`src/odc_params.svh`:
```
// Purpose: constants of the output divider configuration block
// Assumes: 8-bit register port, one register per address
// Notes:   values are shared by the design and its checks
`ifndef ODC_PARAMS_SVH
`define ODC_PARAMS_SVH

// ----------------------------------------------------------------------------
// register offsets
// ----------------------------------------------------------------------------
`define ODC_HS_CTRL_OFS   8'h19
`define ODC_LS1_TOP_OFS   8'h1F
`define ODC_LS1_MID_OFS   8'h20
`define ODC_ALARM_MSK_OFS 8'h17
`define ODC_ALARM_FLG_OFS 8'h84

// ----------------------------------------------------------------------------
// field positions
// ----------------------------------------------------------------------------
`define ODC_HS_CODE_MSB   7
`define ODC_HS_CODE_LSB   5
`define ODC_LS_TOP_MSB    3
`define ODC_LOCK_BIT      0

// ----------------------------------------------------------------------------
// reset values and timing
// ----------------------------------------------------------------------------
`define ODC_HS_CTRL_RST   8'h20
`define ODC_LS1_TOP_RST   8'h00
`define ODC_LS1_MID_RST   8'h00
`define ODC_MASK_RST      1'b1
`define ODC_HS_BASE       4'h4
`define ODC_SYNC_STAGES   2

`endif

```
`src/odc_pkg.sv`:
```
// Purpose: types of the output divider configuration block
// Assumes: constants come from odc_params.svh
// Notes:   types only
package odc_pkg;
   typedef logic [7:0]  odc_byte_t;
   typedef logic [3:0]  odc_hs_ratio_t;
   typedef logic [20:0] odc_ls_ratio_t;
endpackage : odc_pkg

```
`src/odc_output_divider_config.sv`:
```
// Purpose: register file and divider chain for the shared high-speed divider
//          and the first output's low-speed divider, plus lock-loss masking
// Assumes: register port is driven by the serial control port logic on i_clock
// Notes:   low byte of the first output divider arrives from its own register
//
// Overview of operation
// RL1: mask bit gates lock-loss flag onto interrupt
// RL2: mask writes never alter the lock-loss flag
// RL3: code bits 7:5 select divide 4 to 11
// RL4: high-speed divider clocks the first output's low-speed divider
// RL5: 20-bit field: top nibble, then mid byte
// RL6: software writes only zero or odd fields
// RL7: low-speed divider ratio is field plus one
// RL8: high-speed control register resets to 0x20
// RL9: middle divider byte resets to zero
// RL10: mask zero passes alarm when pin enabled
// RL11: reserved bits read zero, ignore writes
// RL12: lock-loss mask: zero enables, one suppresses
`timescale 1ns/100ps
`include "odc_params.svh"

module odc_output_divider_config
   import odc_pkg::*;
(
   // clock, reset, enable
   input  wire logic          i_clock,
   input  wire logic          i_rst_b,
   input  wire logic          i_clk_en,
   // register port
   input  wire logic          i_reg_wr,
   input  wire logic          i_reg_rd,
   input  wire odc_byte_t     i_reg_addr,
   input  wire odc_byte_t     i_reg_wdata,
   output odc_byte_t          o_reg_rdata,
   // alarm side
   input  wire logic          i_lock_loss,
   input  wire logic          i_int_pin_en,
   output logic               o_interrupt_output_pin,
   // divider chain
   input  wire odc_byte_t     i_lowspeed_low_byte,
   output odc_hs_ratio_t      o_highspeed_ratio,
   output odc_ls_ratio_t      o_first_lowspeed_ratio,
   output logic               o_highspeed_tick,
   output logic               o_first_clock_output_tick
);

   // ----------------------------------------------------------------------------
   // decoding helpers
   // ----------------------------------------------------------------------------
   // code 000 selects 4, each step adds one
   function automatic odc_hs_ratio_t hs_ratio_f(input logic [2:0] code);
      hs_ratio_f = `ODC_HS_BASE + {1'b0, code};
   endfunction : hs_ratio_f

   function automatic logic wr_hit_f(input logic wr, input odc_byte_t addr, input odc_byte_t ofs);
      wr_hit_f = wr && (addr == ofs);
   endfunction : wr_hit_f

   logic [2:0]    hs_code_r;
   logic [3:0]    ls_top_r;
   odc_byte_t     ls_mid_r;
   logic          mask_r;
   logic          flag_r;
   logic [`ODC_SYNC_STAGES-1:0] lol_sync_r;
   odc_hs_ratio_t hs_cnt_r;
   odc_ls_ratio_t ls_cnt_r;
   logic [19:0]   ls_field;
   odc_byte_t     rd_nxt;

   // ----------------------------------------------------------------------------
   // configuration registers
   // ----------------------------------------------------------------------------
   // only defined fields are stored, so reserved bits cannot hold state
   always_ff @(posedge i_clock or negedge i_rst_b) begin
      if (!i_rst_b) begin
         hs_code_r <= 3'h1;                        // RL8
         ls_top_r  <= 4'h0;
         ls_mid_r  <= `ODC_LS1_MID_RST;            // RL9
         mask_r    <= `ODC_MASK_RST;
      end else if (i_clk_en) begin
         if (wr_hit_f(i_reg_wr, i_reg_addr, `ODC_HS_CTRL_OFS)) begin
            hs_code_r <= i_reg_wdata[`ODC_HS_CODE_MSB:`ODC_HS_CODE_LSB]; // RL3 RL11
         end
         if (wr_hit_f(i_reg_wr, i_reg_addr, `ODC_LS1_TOP_OFS)) begin
            ls_top_r <= i_reg_wdata[`ODC_LS_TOP_MSB:0]; // RL5 RL11
         end
         if (wr_hit_f(i_reg_wr, i_reg_addr, `ODC_LS1_MID_OFS)) begin
            ls_mid_r <= i_reg_wdata;                   // RL5
         end
         if (wr_hit_f(i_reg_wr, i_reg_addr, `ODC_ALARM_MSK_OFS)) begin
            mask_r <= i_reg_wdata[`ODC_LOCK_BIT];      // RL12
         end
      end
   end

   // ----------------------------------------------------------------------------
   // lock-loss flag
   // ----------------------------------------------------------------------------
   // lock detector lives in another domain, so two flops first
   always_ff @(posedge i_clock or negedge i_rst_b) begin
      if (!i_rst_b) begin
         lol_sync_r <= '0;
      end else if (i_clk_en) begin
         lol_sync_r <= {lol_sync_r[0], i_lock_loss};
      end
   end

   // sticky; write one to the flag register clears it, a new event wins
   always_ff @(posedge i_clock or negedge i_rst_b) begin
      if (!i_rst_b) begin
         flag_r <= 1'b0;
      end else if (i_clk_en) begin
         if (lol_sync_r[1]) begin
            flag_r <= 1'b1;
         end else if (wr_hit_f(i_reg_wr, i_reg_addr, `ODC_ALARM_FLG_OFS) && i_reg_wdata[`ODC_LOCK_BIT]) begin
            flag_r <= 1'b0;                         // RL2
         end
      end
   end

   // registered pin so it never glitches while mask and flag change
   always_ff @(posedge i_clock or negedge i_rst_b) begin
      if (!i_rst_b) begin
         o_interrupt_output_pin <= 1'b0;
      end else if (i_clk_en) begin
         o_interrupt_output_pin <= flag_r && !mask_r && i_int_pin_en; // RL1 RL10 RL12
      end
   end

   // ----------------------------------------------------------------------------
   // read path
   // ----------------------------------------------------------------------------
   always_comb begin
      rd_nxt = 8'h00;                              // unmapped reads zero
      case (i_reg_addr)
         `ODC_HS_CTRL_OFS:   rd_nxt = {hs_code_r, 5'h00};  // RL11
         `ODC_LS1_TOP_OFS:   rd_nxt = {4'h0, ls_top_r};    // RL11
         `ODC_LS1_MID_OFS:   rd_nxt = ls_mid_r;
         `ODC_ALARM_MSK_OFS: rd_nxt = {7'h00, mask_r};
         `ODC_ALARM_FLG_OFS: rd_nxt = {7'h00, flag_r};
         default:            rd_nxt = 8'h00;
      endcase
   end

   always_ff @(posedge i_clock or negedge i_rst_b) begin
      if (!i_rst_b) begin
         o_reg_rdata <= 8'h00;
      end else if (i_clk_en && i_reg_rd) begin
         o_reg_rdata <= rd_nxt;
      end
   end

   // ----------------------------------------------------------------------------
   // divider chain
   // ----------------------------------------------------------------------------
   assign ls_field = {ls_top_r, ls_mid_r, i_lowspeed_low_byte}; // RL5

   // decoded ratios from flops; software keeps the field zero or odd
   always_ff @(posedge i_clock or negedge i_rst_b) begin
      if (!i_rst_b) begin
         o_highspeed_ratio      <= 4'h5;
         o_first_lowspeed_ratio <= 21'h00_0001;
      end else if (i_clk_en) begin
         o_highspeed_ratio      <= hs_ratio_f(hs_code_r);   // RL3
         o_first_lowspeed_ratio <= {1'b0, ls_field} + 21'h00_0001; // RL7 RL6
      end
   end

   // high-speed stage; >= guards against a ratio lowered mid-count
   always_ff @(posedge i_clock or negedge i_rst_b) begin
      if (!i_rst_b) begin
         hs_cnt_r         <= 4'h0;
         o_highspeed_tick <= 1'b0;
      end else if (i_clk_en) begin
         if (hs_cnt_r >= hs_ratio_f(hs_code_r) - 4'h1) begin
            hs_cnt_r         <= 4'h0;
            o_highspeed_tick <= 1'b1;
         end else begin
            hs_cnt_r         <= hs_cnt_r + 4'h1;
            o_highspeed_tick <= 1'b0;
         end
      end
   end

   // low-speed stage advances only on high-speed ticks
   always_ff @(posedge i_clock or negedge i_rst_b) begin
      if (!i_rst_b) begin
         ls_cnt_r                  <= 21'h00_0000;
         o_first_clock_output_tick <= 1'b0;
      end else if (i_clk_en) begin
         o_first_clock_output_tick <= 1'b0;
         if (o_highspeed_tick) begin                // RL4
            if (ls_cnt_r >= {1'b0, ls_field}) begin
               ls_cnt_r                  <= 21'h00_0000;
               o_first_clock_output_tick <= 1'b1;   // RL7
            end else begin
               ls_cnt_r <= ls_cnt_r + 21'h00_0001;
            end
         end
      end
   end

   logic first_r;
   always_ff @(posedge i_clock or negedge i_rst_b) begin
      if (!i_rst_b) begin
         first_r <= 1'b1;
      end else begin
         first_r <= 1'b0;
      end
   end
endmodule : odc_output_divider_config

```
`config.mk`:
```
export PLATFORM = sky130hd
export DESIGN_NAME = odc_output_divider_config
export DESIGN_NICKNAME = d
export VERILOG_FILES = /design/src/odc_pkg.sv /design/src/odc_output_divider_config.sv
export VERILOG_INCLUDE_DIRS = /design/src
export SDC_FILE = /design/constraint.sdc
export NUM_CORES = 1
export LEC_CHECK = 0
export ABC_AREA = 1
export BUFFER_PORTS_ARGS = -buffer_cell sky130_fd_sc_hd__clkbuf_2
export CAP_MARGIN = 10
export CORE_AREA = 3 3 134 136
export CTS_BUF_LIST = sky130_fd_sc_hd__clkbuf_8 sky130_fd_sc_hd__clkbuf_16
export CTS_CLUSTER_SIZE = 30
export DETAILED_ROUTE_END_ITERATION = 8
export DIE_AREA = 0 0 137 139
export GPL_TIMING_DRIVEN = 1
export PLACE_DENSITY = 0.52
export RECOVER_POWER = 50
export SLEW_MARGIN = 20
export SYNTH_ARGS = -nofsm -noshare
export SYNTH_HDL_FRONTEND = slang
export SYNTH_SLANG_ARGS = --single-unit
```
`constraint.sdc`:
```
create_clock -name i_clock -period 2.12 [get_ports i_clock]
set_input_delay 0.318 -clock i_clock [delete_from_list [all_inputs] [get_ports i_clock]]
set_output_delay 0.318 -clock i_clock [all_outputs]
set_load 0.05 [all_outputs]
```
# --- Word level (Yosys, flattened, before mapping) ---
# Index checks and enable logic that the tools add are counted.
word_totals:
  ff_bits: 80
  inputBits: 31
  output_inout_bits: 36
  wordCells: 51
op_classes:
  add_sub_neg: 5
  order_cmp: 2
  eq_ne: 5
  muxes: 8
  n_reduce_logical: 17
ops:
  columns: ["cell", "count"]
  rows:
  - ["$pmux 8 s5", 1]
  - ["$eq 8x5->1 const B", 3]
  - ["$add 20x1->21 const B", 1]
  - ["$add 21x1->21 const B", 1]
  - ["$ge 21x20->1", 1]
  - ["$mux 21", 1]
  - ["$reduce_and 2->1", 6]
  - ["$logic_and 1x1->1", 9]
  - ["$eq 8x6->1 const B", 1]
  - ["$eq 8x8->1 const B", 1]
  - ["$mux 1", 5]
  - ["$add 3x3->4 const A", 1]
  - ["$add 4x1->4 const B", 1]
  - ["$ge 4x4->1", 1]
  - ["$mux 4", 1]
  - ["$sub 4x1->4 const B", 1]
  - ["$reduce_bool 2->1", 1]
  - ["$logic_not 1->1", 1]

# --- Depth between registers and ports, before layout ---
# Gate-level depths: netlist of the first run.
logic_depth:
  word_depth: 5
  depth_mapped: 13
  mapped_depth_nobuf: 12

# --- Least setup slack after synthesis of the first run ---
# Ideal clock, no wire load.
synth_path:
  path_type: "register to register"
  start: "register hs_code_r[0]"
  end: "register hs_cnt_r[0]"
  setup_ns: 0.083
  arrival_ns: 1.679
  required_time_ns: 2.037
  setup_slack_ns: 0.358
  stages_incl_launch_ff: 11
  path_buffers: 0
  synth_period_minus_slack_ns: 1.762
  path_cell_list: "dfstp_2 -> inv_1 -> ha_1 -> ha_1 -> inv_1 -> nor2_1 -> o211ai_1 -> nand3_1 -> nor2_1 -> nand2_1 -> o21ai_0"
synth_between:
  elab_chain_len: 4
synth_lines:
  columns: ["item", "line", "source"]
  rows:
  - ["start, declared", "odc_output_divider_config.sv:59", "logic [2:0] hs_code_r;"]
  - ["start signal, assigned", "odc_output_divider_config.sv:82", "hs_code_r <= i_reg_wdata[`ODC_HS_CODE_MSB:`ODC_HS_CODE_LSB];"]
  - ["$add 3x3->4 (no line)", null, null]
  - ["$sub 4x1->4", "odc_output_divider_config.sv:175", "if (hs_cnt_r >= hs_ratio_f(hs_code_r) - 4'h1) begin"]
  - ["$ge 4x4->1", "odc_output_divider_config.sv:175", null]
  - ["$mux 4", "odc_output_divider_config.sv:175", null]
  - ["end signal, assigned", "odc_output_divider_config.sv:179", "hs_cnt_r <= hs_cnt_r + 4'h1;"]
  - ["end, declared", "odc_output_divider_config.sv:65", "odc_hs_ratio_t hs_cnt_r;"]
# No other way between the ends.
# A chain may end at the register's enable or synchronous reset.

# --- Worst setup path after layout of the first run ---
layout_path:
  start: "register hs_code_r[0]"
  end: "register hs_cnt_r[2]"
# Same word-level chain as after synthesis.

==> impl_results.rst, run 1 <==
.. list-table::
   :header-rows: 1

   * - Metric
     - Value
   * - Via count of the first global-routing pass
     - 3924
   * - Final weighted congestion in routability-driven placement
     - 0.812
   * - Fraction of synthesized cell area taken by the top area cell type
     - 40.2%
   * - Mapped Cells
     - 600
   * - Core outline area
     - 0.0171 mm²
   * - Category of the worst setup path launch point
     - flop
   * - Count of different cell masters after synthesis
     - 36
   * - Worst supply voltage drop on vdd
     - 0.324 mV
   * - Maximum number of pins on one net before global-route repair
     - 36
   * - Sum Neg Setup Slack
     - 0 ns
   * - Std-Cell Rows
     - 48
   * - Hold buffer count at CTS
     - 1
   * - Number of antenna diodes
     - 0
   * - Global-route track usage on met3
     - 2.18%
   * - Cell types occupying the most area after synthesis
     - sky130_fd_sc_hd__dfrtp_1 (40%), sky130_fd_sc_hd__nand2_1 (15%), sky130_fd_sc_hd__ha_1 (7.5%), sky130_fd_sc_hd__inv_1 (5.9%), sky130_fd_sc_hd__nor2_1 (3.5%)
   * - Met1 global-route usage
     - 17.8%
   * - Post-Syn Area per Cell
     - 7.78 µm²
   * - GRT met2 Usage
     - 21.2%
   * - Seq cells post-synth
     - 80
   * - Estimated wirelength of the detail-placed design
     - 9570 µm
   * - Worst max-slew margin expressed relative to the limit
     - 39.5%
   * - GR peak layer
     - met2
   * - Antenna-violating nets left
     - 0
   * - Clock transition at the register clock pins on the worst setup and hold paths after CTS
     - 0.06 ns
   * - Number of filler cells placed in the layout
     - 1852
   * - Number of port buffers
     - 66
   * - Clock buffers created by TritonCTS
     - 9
   * - I/O pin count
     - 67
   * - Actual slew at the worst max-slew pin
     - 0.907 ns
   * - Min-delay src
     - i_lock_loss
   * - Finish-stage setup viols
     - 0
   * - Clock Skew
     - 0.00779 ns
   * - Required time at the endpoint of the critical path
     - 2.38 ns
   * - Wire length per cell
     - 13.3 µm
   * - Clock sink total
     - 80
   * - Min Clock Period, post-route
     - 1.93 ns
   * - Overall fraction of global-route tracks in use
     - 13.2%
   * - Number of vias per cell
     - 4.41
   * - Total wire length
     - 12100 µm
   * - Drt first pass iters
     - 5
   * - Category of the critical setup timing path
     - flop to flop
   * - Grt total ovfl
     - 0
   * - Fraction of final layout cells sized beyond drive strength 1
     - 16.8%
   * - Setup repair after global routing missed its margin
     - no
   * - Reported leakage power
     - 2.90 nW
   * - Starting Density
     - 27.4%
   * - Global-route wire length before repair
     - 20000 µm
   * - Final slew viol count
     - 0
   * - Sequential area share after synthesis
     - 43.0%
   * - Data arrival at the endpoint of the critical path
     - 2.19 ns
   * - F_max
     - 0.519 GHz
   * - Final Hold Fails
     - 0
   * - Layout Nets
     - 738
   * - Total nets after synthesis
     - 659
   * - Buffers from clock root to sink, at most
     - 2
   * - Worst reg2reg endpoint
     - hs_cnt_r[2]
   * - Instance count along the most critical hold path
     - 3
   * - Filler-free cell count of the finished design
     - 909
   * - DIE HEIGHT
     - 139 µm
   * - Biggest area consumer among synthesized cells
     - sky130_fd_sc_hd__dfrtp_1
   * - Outcome
     - finished, final reports clean
   * - Critical path capture point type
     - flop
   * - TritonCTS clock tree
     - done
   * - Path category of the worst min-delay check
     - primary input to flop
   * - Chip Width
     - 137 µm
   * - Critical Path Fanout Max
     - 4
   * - Deepest level of the CTS H-tree
     - 3
   * - Floorplan die area
     - 0.0190 mm²
   * - Clock root buffer
     - sky130_fd_sc_hd__clkbuf_16
   * - Worst Reg-to-Reg Cells
     - 10
   * - Number of vias after detailed routing
     - 4012
   * - Number of antenna violations at the first check in global routing
     - 0
   * - R2r setup slk
     - 0.19 ns
   * - Area overhead of the layout relative to synthesis
     - 20.1%
   * - Clock network latency to the later pin of the worst-skew pair
     - 0.34 ns
   * - Total of warnings raised by yosys
     - 0
   * - Cell Pwr Density
     - 746 mW/mm²
   * - Number of post-CTS setup repair buffers
     - 0
   * - Source of the worst register-to-register timing path
     - hs_code_r[0]
   * - Max-cap violation count
     - 0
   * - Worst Hold Endpoint
     - lol_sync_r[0]
   * - Cell count after placement
     - 892
   * - Gates resized, CTS repair
     - 0
   * - Period Utilization, post-route
     - 90.8%
   * - DRC marker count from the first detailed-route iteration
     - 245
   * - Cell Area, Synth
     - 0.00467 mm²
   * - Final core occ
     - 32.9%
   * - Detailed-route DRC error count
     - 0
-- logic make-up (layout without fill, tap and decap cells) --
| kind of cell | Yosys count | in the layout | synth area share [%] |
|---|---|---|---|
| AND/OR/NAND/NOR | 296 | 296 | 28.0 |
| adder cells (fa/ha/maj) | 28 | 28 | 7.51 |
| buffers and inverters | 87 | 171 | 7.21 |
| AO/OA/AOI/OAI | 88 | 88 | 10.3 |
| XOR/XNOR | 21 | 21 | 3.94 |
| flip-flops | 80 | 80 | 43.0 |
-- routing by layer --
layer,up-vias,share of wire (%)
met5,-,0
li1,2104,-
met4,0,1.6
met2,68,48
met1,1824,47
met3,16,3.8
-- registers in the layout, summed over array words and instances, names as in the netlist, 2 cells and up --
signal	count
hs_cnt_r	4
hs_code_r	3
o_highspeed_ratio	4
o_first_lowspeed_ratio	21
lol_sync_r	2
ls_cnt_r	21
ls_top_r	4
ls_mid_r	8
o_reg_rdata	8
-- synthesized netlist by cell type --
cell / n
sky130_fd_sc_hd__inv_1: 73
sky130_fd_sc_hd__nor2_4: 4
sky130_fd_sc_hd__ha_1: 28
sky130_fd_sc_hd__xnor2_1: 7
sky130_fd_sc_hd__nor3b_1: 1
sky130_fd_sc_hd__nor3b_2: 1
sky130_fd_sc_hd__nor2_2: 1
sky130_fd_sc_hd__nand3_2: 2
sky130_fd_sc_hd__nor2_1: 43
sky130_fd_sc_hd__o211ai_1: 1
sky130_fd_sc_hd__o21ai_0: 31
sky130_fd_sc_hd__xor2_1: 14
sky130_fd_sc_hd__o22ai_1: 7
sky130_fd_sc_hd__clkbuf_1: 6
sky130_fd_sc_hd__nor3_1: 8
sky130_fd_sc_hd__or2_2: 1
sky130_fd_sc_hd__a21oi_1: 31
sky130_fd_sc_hd__inv_2: 1
sky130_fd_sc_hd__a21oi_2: 3
sky130_fd_sc_hd__nand4_1: 15
sky130_fd_sc_hd__buf_1: 1
sky130_fd_sc_hd__o31ai_1: 3
sky130_fd_sc_hd__nand2_2: 4
sky130_fd_sc_hd__a31oi_1: 3
sky130_fd_sc_hd__buf_4: 1
sky130_fd_sc_hd__o21ai_1: 7
sky130_fd_sc_hd__nor4_1: 1
sky130_fd_sc_hd__dfstp_2: 5
sky130_fd_sc_hd__nor3_4: 1
sky130_fd_sc_hd__nand3_1: 30
sky130_fd_sc_hd__buf_2: 5
sky130_fd_sc_hd__nor3_2: 2
sky130_fd_sc_hd__nand3_4: 1
sky130_fd_sc_hd__nand2_1: 181
sky130_fd_sc_hd__dfrtp_1: 75
sky130_fd_sc_hd__a21o_1: 2
-- power by group --
part           total (mW)  leakage, nW  switching [mW]  internal (mW)
Sequential           1.83         1.00           0.152           1.68
Clock                1.41        0.140           0.628          0.784
Combinational       0.942         1.76           0.637          0.305
-- layout by cell type, fill, tap and decap left out, types with 2 or more instances in the layout --
cell type,n
sky130_fd_sc_hd__dfstp_2,5
sky130_fd_sc_hd__xnor2_1,7
sky130_fd_sc_hd__nor3_1,8
sky130_fd_sc_hd__clkinv_4,2
sky130_fd_sc_hd__o31ai_1,3
sky130_fd_sc_hd__clkbuf_1,5
sky130_fd_sc_hd__a31oi_1,3
sky130_fd_sc_hd__nand4_1,15
sky130_fd_sc_hd__buf_12,2
sky130_fd_sc_hd__dfrtp_1,75
sky130_fd_sc_hd__a21oi_2,3
sky130_fd_sc_hd__nand3_1,31
sky130_fd_sc_hd__clkbuf_16,9
sky130_fd_sc_hd__o21ai_0,34
sky130_fd_sc_hd__clkbuf_2,65
sky130_fd_sc_hd__nor3_2,2
sky130_fd_sc_hd__nand2_1,181
sky130_fd_sc_hd__o22ai_1,7
sky130_fd_sc_hd__clkinv_2,4
sky130_fd_sc_hd__inv_1,74
sky130_fd_sc_hd__nand2_2,4
sky130_fd_sc_hd__buf_4,8
sky130_fd_sc_hd__o21ai_1,4
sky130_fd_sc_hd__a21oi_1,31
sky130_fd_sc_hd__ha_1,28
sky130_fd_sc_hd__a21o_1,2
sky130_fd_sc_hd__nor2_1,43
sky130_fd_sc_hd__xor2_1,14
sky130_fd_sc_hd__nor2_4,4
-- worst max-delay path, stage by stage, from the launching register on --
cell and delay, ns:
sky130_fd_sc_hd__dfstp_2 0.54, sky130_fd_sc_hd__inv_1 0.08, sky130_fd_sc_hd__ha_1 0.30, sky130_fd_sc_hd__ha_1 0.29, sky130_fd_sc_hd__inv_1 0.06, sky130_fd_sc_hd__nor2_1 0.03
sky130_fd_sc_hd__o211ai_1 0.14, sky130_fd_sc_hd__nand3_1 0.12, sky130_fd_sc_hd__nand2_1 0.10, sky130_fd_sc_hd__inv_1 0.06, sky130_fd_sc_hd__a21oi_1 0.12
-- per-stage QoR --
stage / power, mW / worst slack [ns] / area (µm²) / hold WS [ns]
after detailed placement: 2.82 / 0.236 / 5360 / 0.308
after global placement: 2.81 / 0.245 / 5360 / 0.315
after floorplan: 2.48 / 0.358 / 4670 / 0.0224
after CTS: 4.25 / 0.205 / 5640 / 0.169
after global routing: 4.44 / 0.0548 / 5600 / 0.199
final: 4.18 / 0.195 / 5600 / 0.175
-- worst max-delay path by stage --
| stage | start | endpoint | slack, ns | depth (start not counted) |
|---|---|---|---|---|
| final | hs_code_r[0] | hs_cnt_r[2] | 0.19 | 10 |
| after floorplan | hs_code_r[0] | hs_cnt_r[0] | 0.36 | 10 |
| after global routing | ls_mid_r[4] | ls_cnt_r[0] | 0.05 | 12 |
| after global placement | ls_mid_r[4] | ls_cnt_r[1] | 0.25 | 12 |
| after detailed placement | hs_code_r[0] | hs_cnt_r[0] | 0.24 | 10 |
| after CTS | hs_code_r[0] | hs_cnt_r[2] | 0.21 | 10 |
-- final cells by class --
class                      instances  area [µm²]  share of cell area (%)
timing repair buffer              81         454                    8.10
tap                              225         282                    5.02
clock inverter                     7        41.3                   0.737
multi-input combinational        433        2320                    41.3
clock buffer                       9         225                    4.02
inverter                          74         278                    4.96
sequential                        80        2010                    35.8
(Power assumes the default switching activity.)
==> run 2: changes to the inputs <==
Settings changed: CORE_AREA 3 3 134 136 to 3 3 106 108, CTS_CLUSTER_DIAMETER set to 30, DIE_AREA 0 0 137 139 to 0 0 109 111, PLACE_DENSITY 0.52 to 0.72.
==> run 2 against run 1 <==
  * First-iteration DRC count grew 14%
  * Die area shrank 36%
  * Clock-buffer cell count is the same
  * Clock power shrank 12%
  * Hold slack gained 0.0016 ns
  * Sequential share of layout area grew 1.2 points
  * Cell count shrank 10%
  * Largest power group unchanged
==> impl_results.rst, run 2 (same netlist as run 1, synthesis figures left out) <==
.. list-table::
   :header-rows: 1

   * - Metric
     - Value
   * - Outcome
     - finished, final reports clean
   * - Cell Pwr Density
     - 743 mW/mm² (-0.42%)
   * - Filler-free cell count of the finished design
     - 814 (-10%)
   * - Clock Skew
     - 0.0103 ns (+0.00251 ns)
   * - Wire length per cell
     - 14.1 µm (+5.8%)
   * - Worst Reg-to-Reg Cells
     - 10 (unchanged)
   * - Source of the worst register-to-register timing path
     - hs_code_r[0]
   * - Starting Density
     - 45.2% (+18 points)
   * - Design Area, Final
     - 0.00542 mm² (-3.2%)
   * - Most common library cell in the layout ignoring fill and taps
     - sky130_fd_sc_hd__nand2_1
   * - Number of antenna violations at the first check in global routing
     - 0 (unchanged)
   * - Global-route wire length before repair
     - 19300 µm (-3.3%)
   * - DRC marker count from the first detailed-route iteration
     - 279 (+14%)
   * - Most common cell type on the critical path
     - sky130_fd_sc_hd__inv_1
   * - Number of port buffers
     - 66 (unchanged)
   * - Worst reg2reg endpoint
     - hs_cnt_r[2]
   * - Final core occ
     - 52.5% (+20 points)
   * - Max-cap violation count
     - 0 (unchanged)
   * - Worst supply voltage drop on vdd
     - 0.498 mV (+54%)
   * - Overall fraction of global-route tracks in use
     - 19.9% (+6.7 points)
   * - Maximum single-stage delay on the critical path
     - 0.55 ns (about the same)
   * - Drt first pass iters
     - 4 (-1)
   * - Total wire length
     - 11500 µm (-5.2%)
   * - Clock buffers created by TritonCTS
     - 9 (unchanged)
   * - Leading cell types in the layout, fill and taps excluded
     - sky130_fd_sc_hd__nand2_1 (181), sky130_fd_sc_hd__dfrtp_1 (75), sky130_fd_sc_hd__inv_1 (72)
   * - Period Utilization, post-route
     - 90.8% (about the same)
   * - Instance count along the most critical hold path
     - 3 (unchanged)
   * - Grt total ovfl
     - 0 (unchanged)
   * - Deepest level of the CTS H-tree
     - 3 (unchanged)
   * - Fraction of final layout cells sized beyond drive strength 1
     - 17.1% (+0.30 points)
   * - Slowest cell on crit path
     - sky130_fd_sc_hd__dfstp_2
   * - I/O pin count
     - 67 (unchanged)
   * - Chip Width
     - 109 µm (-20%)
   * - Clock sink total
     - 80 (unchanged)
   * - Post-detailed-placement cell area
     - 0.00519 mm² (-3.1%)
   * - Worst max-slew margin expressed relative to the limit
     - 34.2% (-5.4 points)
   * - Largest regs
     - ls_cnt_r x21, o_first_lowspeed_ratio x21
   * - Estimated wirelength of the detail-placed design
     - 8770 µm (-8.4%)
   * - Clock transition at the register clock pins on the worst setup and hold paths after CTS
     - 0.08 ns (+0.02 ns)
   * - Final weighted congestion in routability-driven placement
     - 0.957 (+18%)
   * - Cell count after placement
     - 797 (-11%)
   * - Number of vias per cell
     - 5.17 (+17%)
   * - Clock network latency to the later pin of the worst-skew pair
     - 0.36 ns (+0.02 ns)
   * - CP startpoint
     - hs_code_r[0]
   * - Final slew viol count
     - 0 (unchanged)
   * - Buffers from clock root to sink, at most
     - 2 (unchanged)
   * - DIE HEIGHT
     - 111 µm (-20%)
   * - Required time at the endpoint of the critical path
     - 2.41 ns (+0.03 ns)
   * - F_max
     - 0.520 GHz (about the same)
   * - Reported leakage power
     - 2.84 nW (-2.1%)
   * - Via count of the first global-routing pass
     - 4099 (+4.5%)
   * - Min Clock Period, post-route
     - 1.92 ns (-0.000940 ns)
   * - Number of antenna diodes
     - 0 (unchanged)
   * - Finish-stage setup viols
     - 0 (unchanged)
   * - Core outline area
     - 0.0103 mm² (-39%)
   * - Chain of cells forming the critical path
     - inv_2, ha_1, ha_4, inv_1, nor2_1, o211ai_1, nand3_1, nand2_1, inv_1, a21oi_1
   * - Capture point of the worst path
     - hs_cnt_r[2]
   * - Number of vias after detailed routing
     - 4212 (+5.0%)
   * - Layout Nets
     - 732 (-0.81%)
   * - Critical Path Fanout Max
     - 4 (unchanged)
   * - Data arrival at the endpoint of the critical path
     - 2.21 ns (+0.02 ns)
   * - Sum Neg Setup Slack
     - 0 ns (unchanged)
   * - Setup repair after global routing missed its margin
     - no
   * - TritonCTS clock tree
     - done
   * - Critical path capture point type
     - flop
   * - Area overhead of the layout relative to synthesis
     - 16.2%
   * - R2r setup slk
     - 0.20 ns (about the same)
   * - Actual slew at the worst max-slew pin
     - 0.988 ns (+0.0804 ns)
   * - Category of the worst setup path launch point
     - flop
   * - Maximum number of pins on one net before global-route repair
     - 39 (+8.3%)
   * - Final Hold Fails
     - 0 (unchanged)
   * - Detailed-route DRC error count
     - 0 (unchanged)
   * - Antenna-violating nets left
     - 0 (unchanged)
   * - Clock root buffer
     - sky130_fd_sc_hd__clkbuf_8
   * - Category of the critical setup timing path
     - flop to flop
   * - Power Total
     - 4.03 mW (-3.6%)
   * - Floorplan die area
     - 0.0121 mm² (-36%)
   * - Path category of the worst min-delay check
     - primary input to flop
   * - Std-Cell Rows
     - 37 (-23%)
[run 2: worst min-delay path by stage]
stage                             from                      to  slack (ns)
final                     i_int_pin_en  o_interrupt_output_pin        0.18
after global routing       i_lock_loss           lol_sync_r[0]        0.19
after CTS                 i_int_pin_en  o_interrupt_output_pin        0.17
after detailed placement       i_rst_b             hs_cnt_r[0]        0.33
after global placement         i_rst_b             hs_cnt_r[0]        0.32
after floorplan                i_rst_b                  flag_r        0.02
[run 2: metal layers]
| layer | track usage (%) | up-vias | wire [µm] |
|---|---|---|---|
| li1 | - | 2095 | - |
| met1 | 25.6 | 1982 | 4950 |
| met2 | 33.2 | 110 | 5710 |
| met3 | 3.03 | 25 | 484 |
| met4 | 8.00 | 0 | 320 |
| met5 | 0 | - | 0 |
[run 2: worst max-delay path, delay by kind of cell, from the launching register on]
family          cells  cell delay (ns)
fa+ha+maj           2             0.57
compound gates      2             0.29
buf+inv             3             0.17
flops               1             0.55
simple gates        3             0.27
[run 2: repair_timing]
| action | 4_1_cts | 5_1_grt |
|---|---|---|
| resized for setup | 0 | 4 |
| buffers inserted | 0 | 0 |
| setup endpoints to repair | 0 | 1 |
| hold buffers | 1 | 0 |
| endpoints found under the hold margin | 34 | 0 |
[run 2: stage by stage]
| stage | hold slack, ns | worst slack, ns |
|---|---|---|
| after floorplan | 0.0224 | 0.358 |
| after global placement | 0.322 | 0.304 |
| after detailed placement | 0.327 | 0.207 |
| after CTS | 0.175 | 0.164 |
| after global routing | 0.192 | 0.0207 |
| final | 0.177 | 0.196 |
[run 2: power breakdown]
group / total [mW] / internal [mW] / switching (mW)
Combinational: 0.960 / 0.318 / 0.642
Clock: 1.24 / 0.662 / 0.581
Sequential: 1.83 / 1.67 / 0.154
[run 2: final cells by class]
class	instances	area (µm²)
fillers	939	4900
multi-input cells	433	2330
flip-flops and latches	80	2010
repair buffers	75	415
inverters	74	278
well taps	136	170
clock buffers	9	124
clock inverters	7	96.3
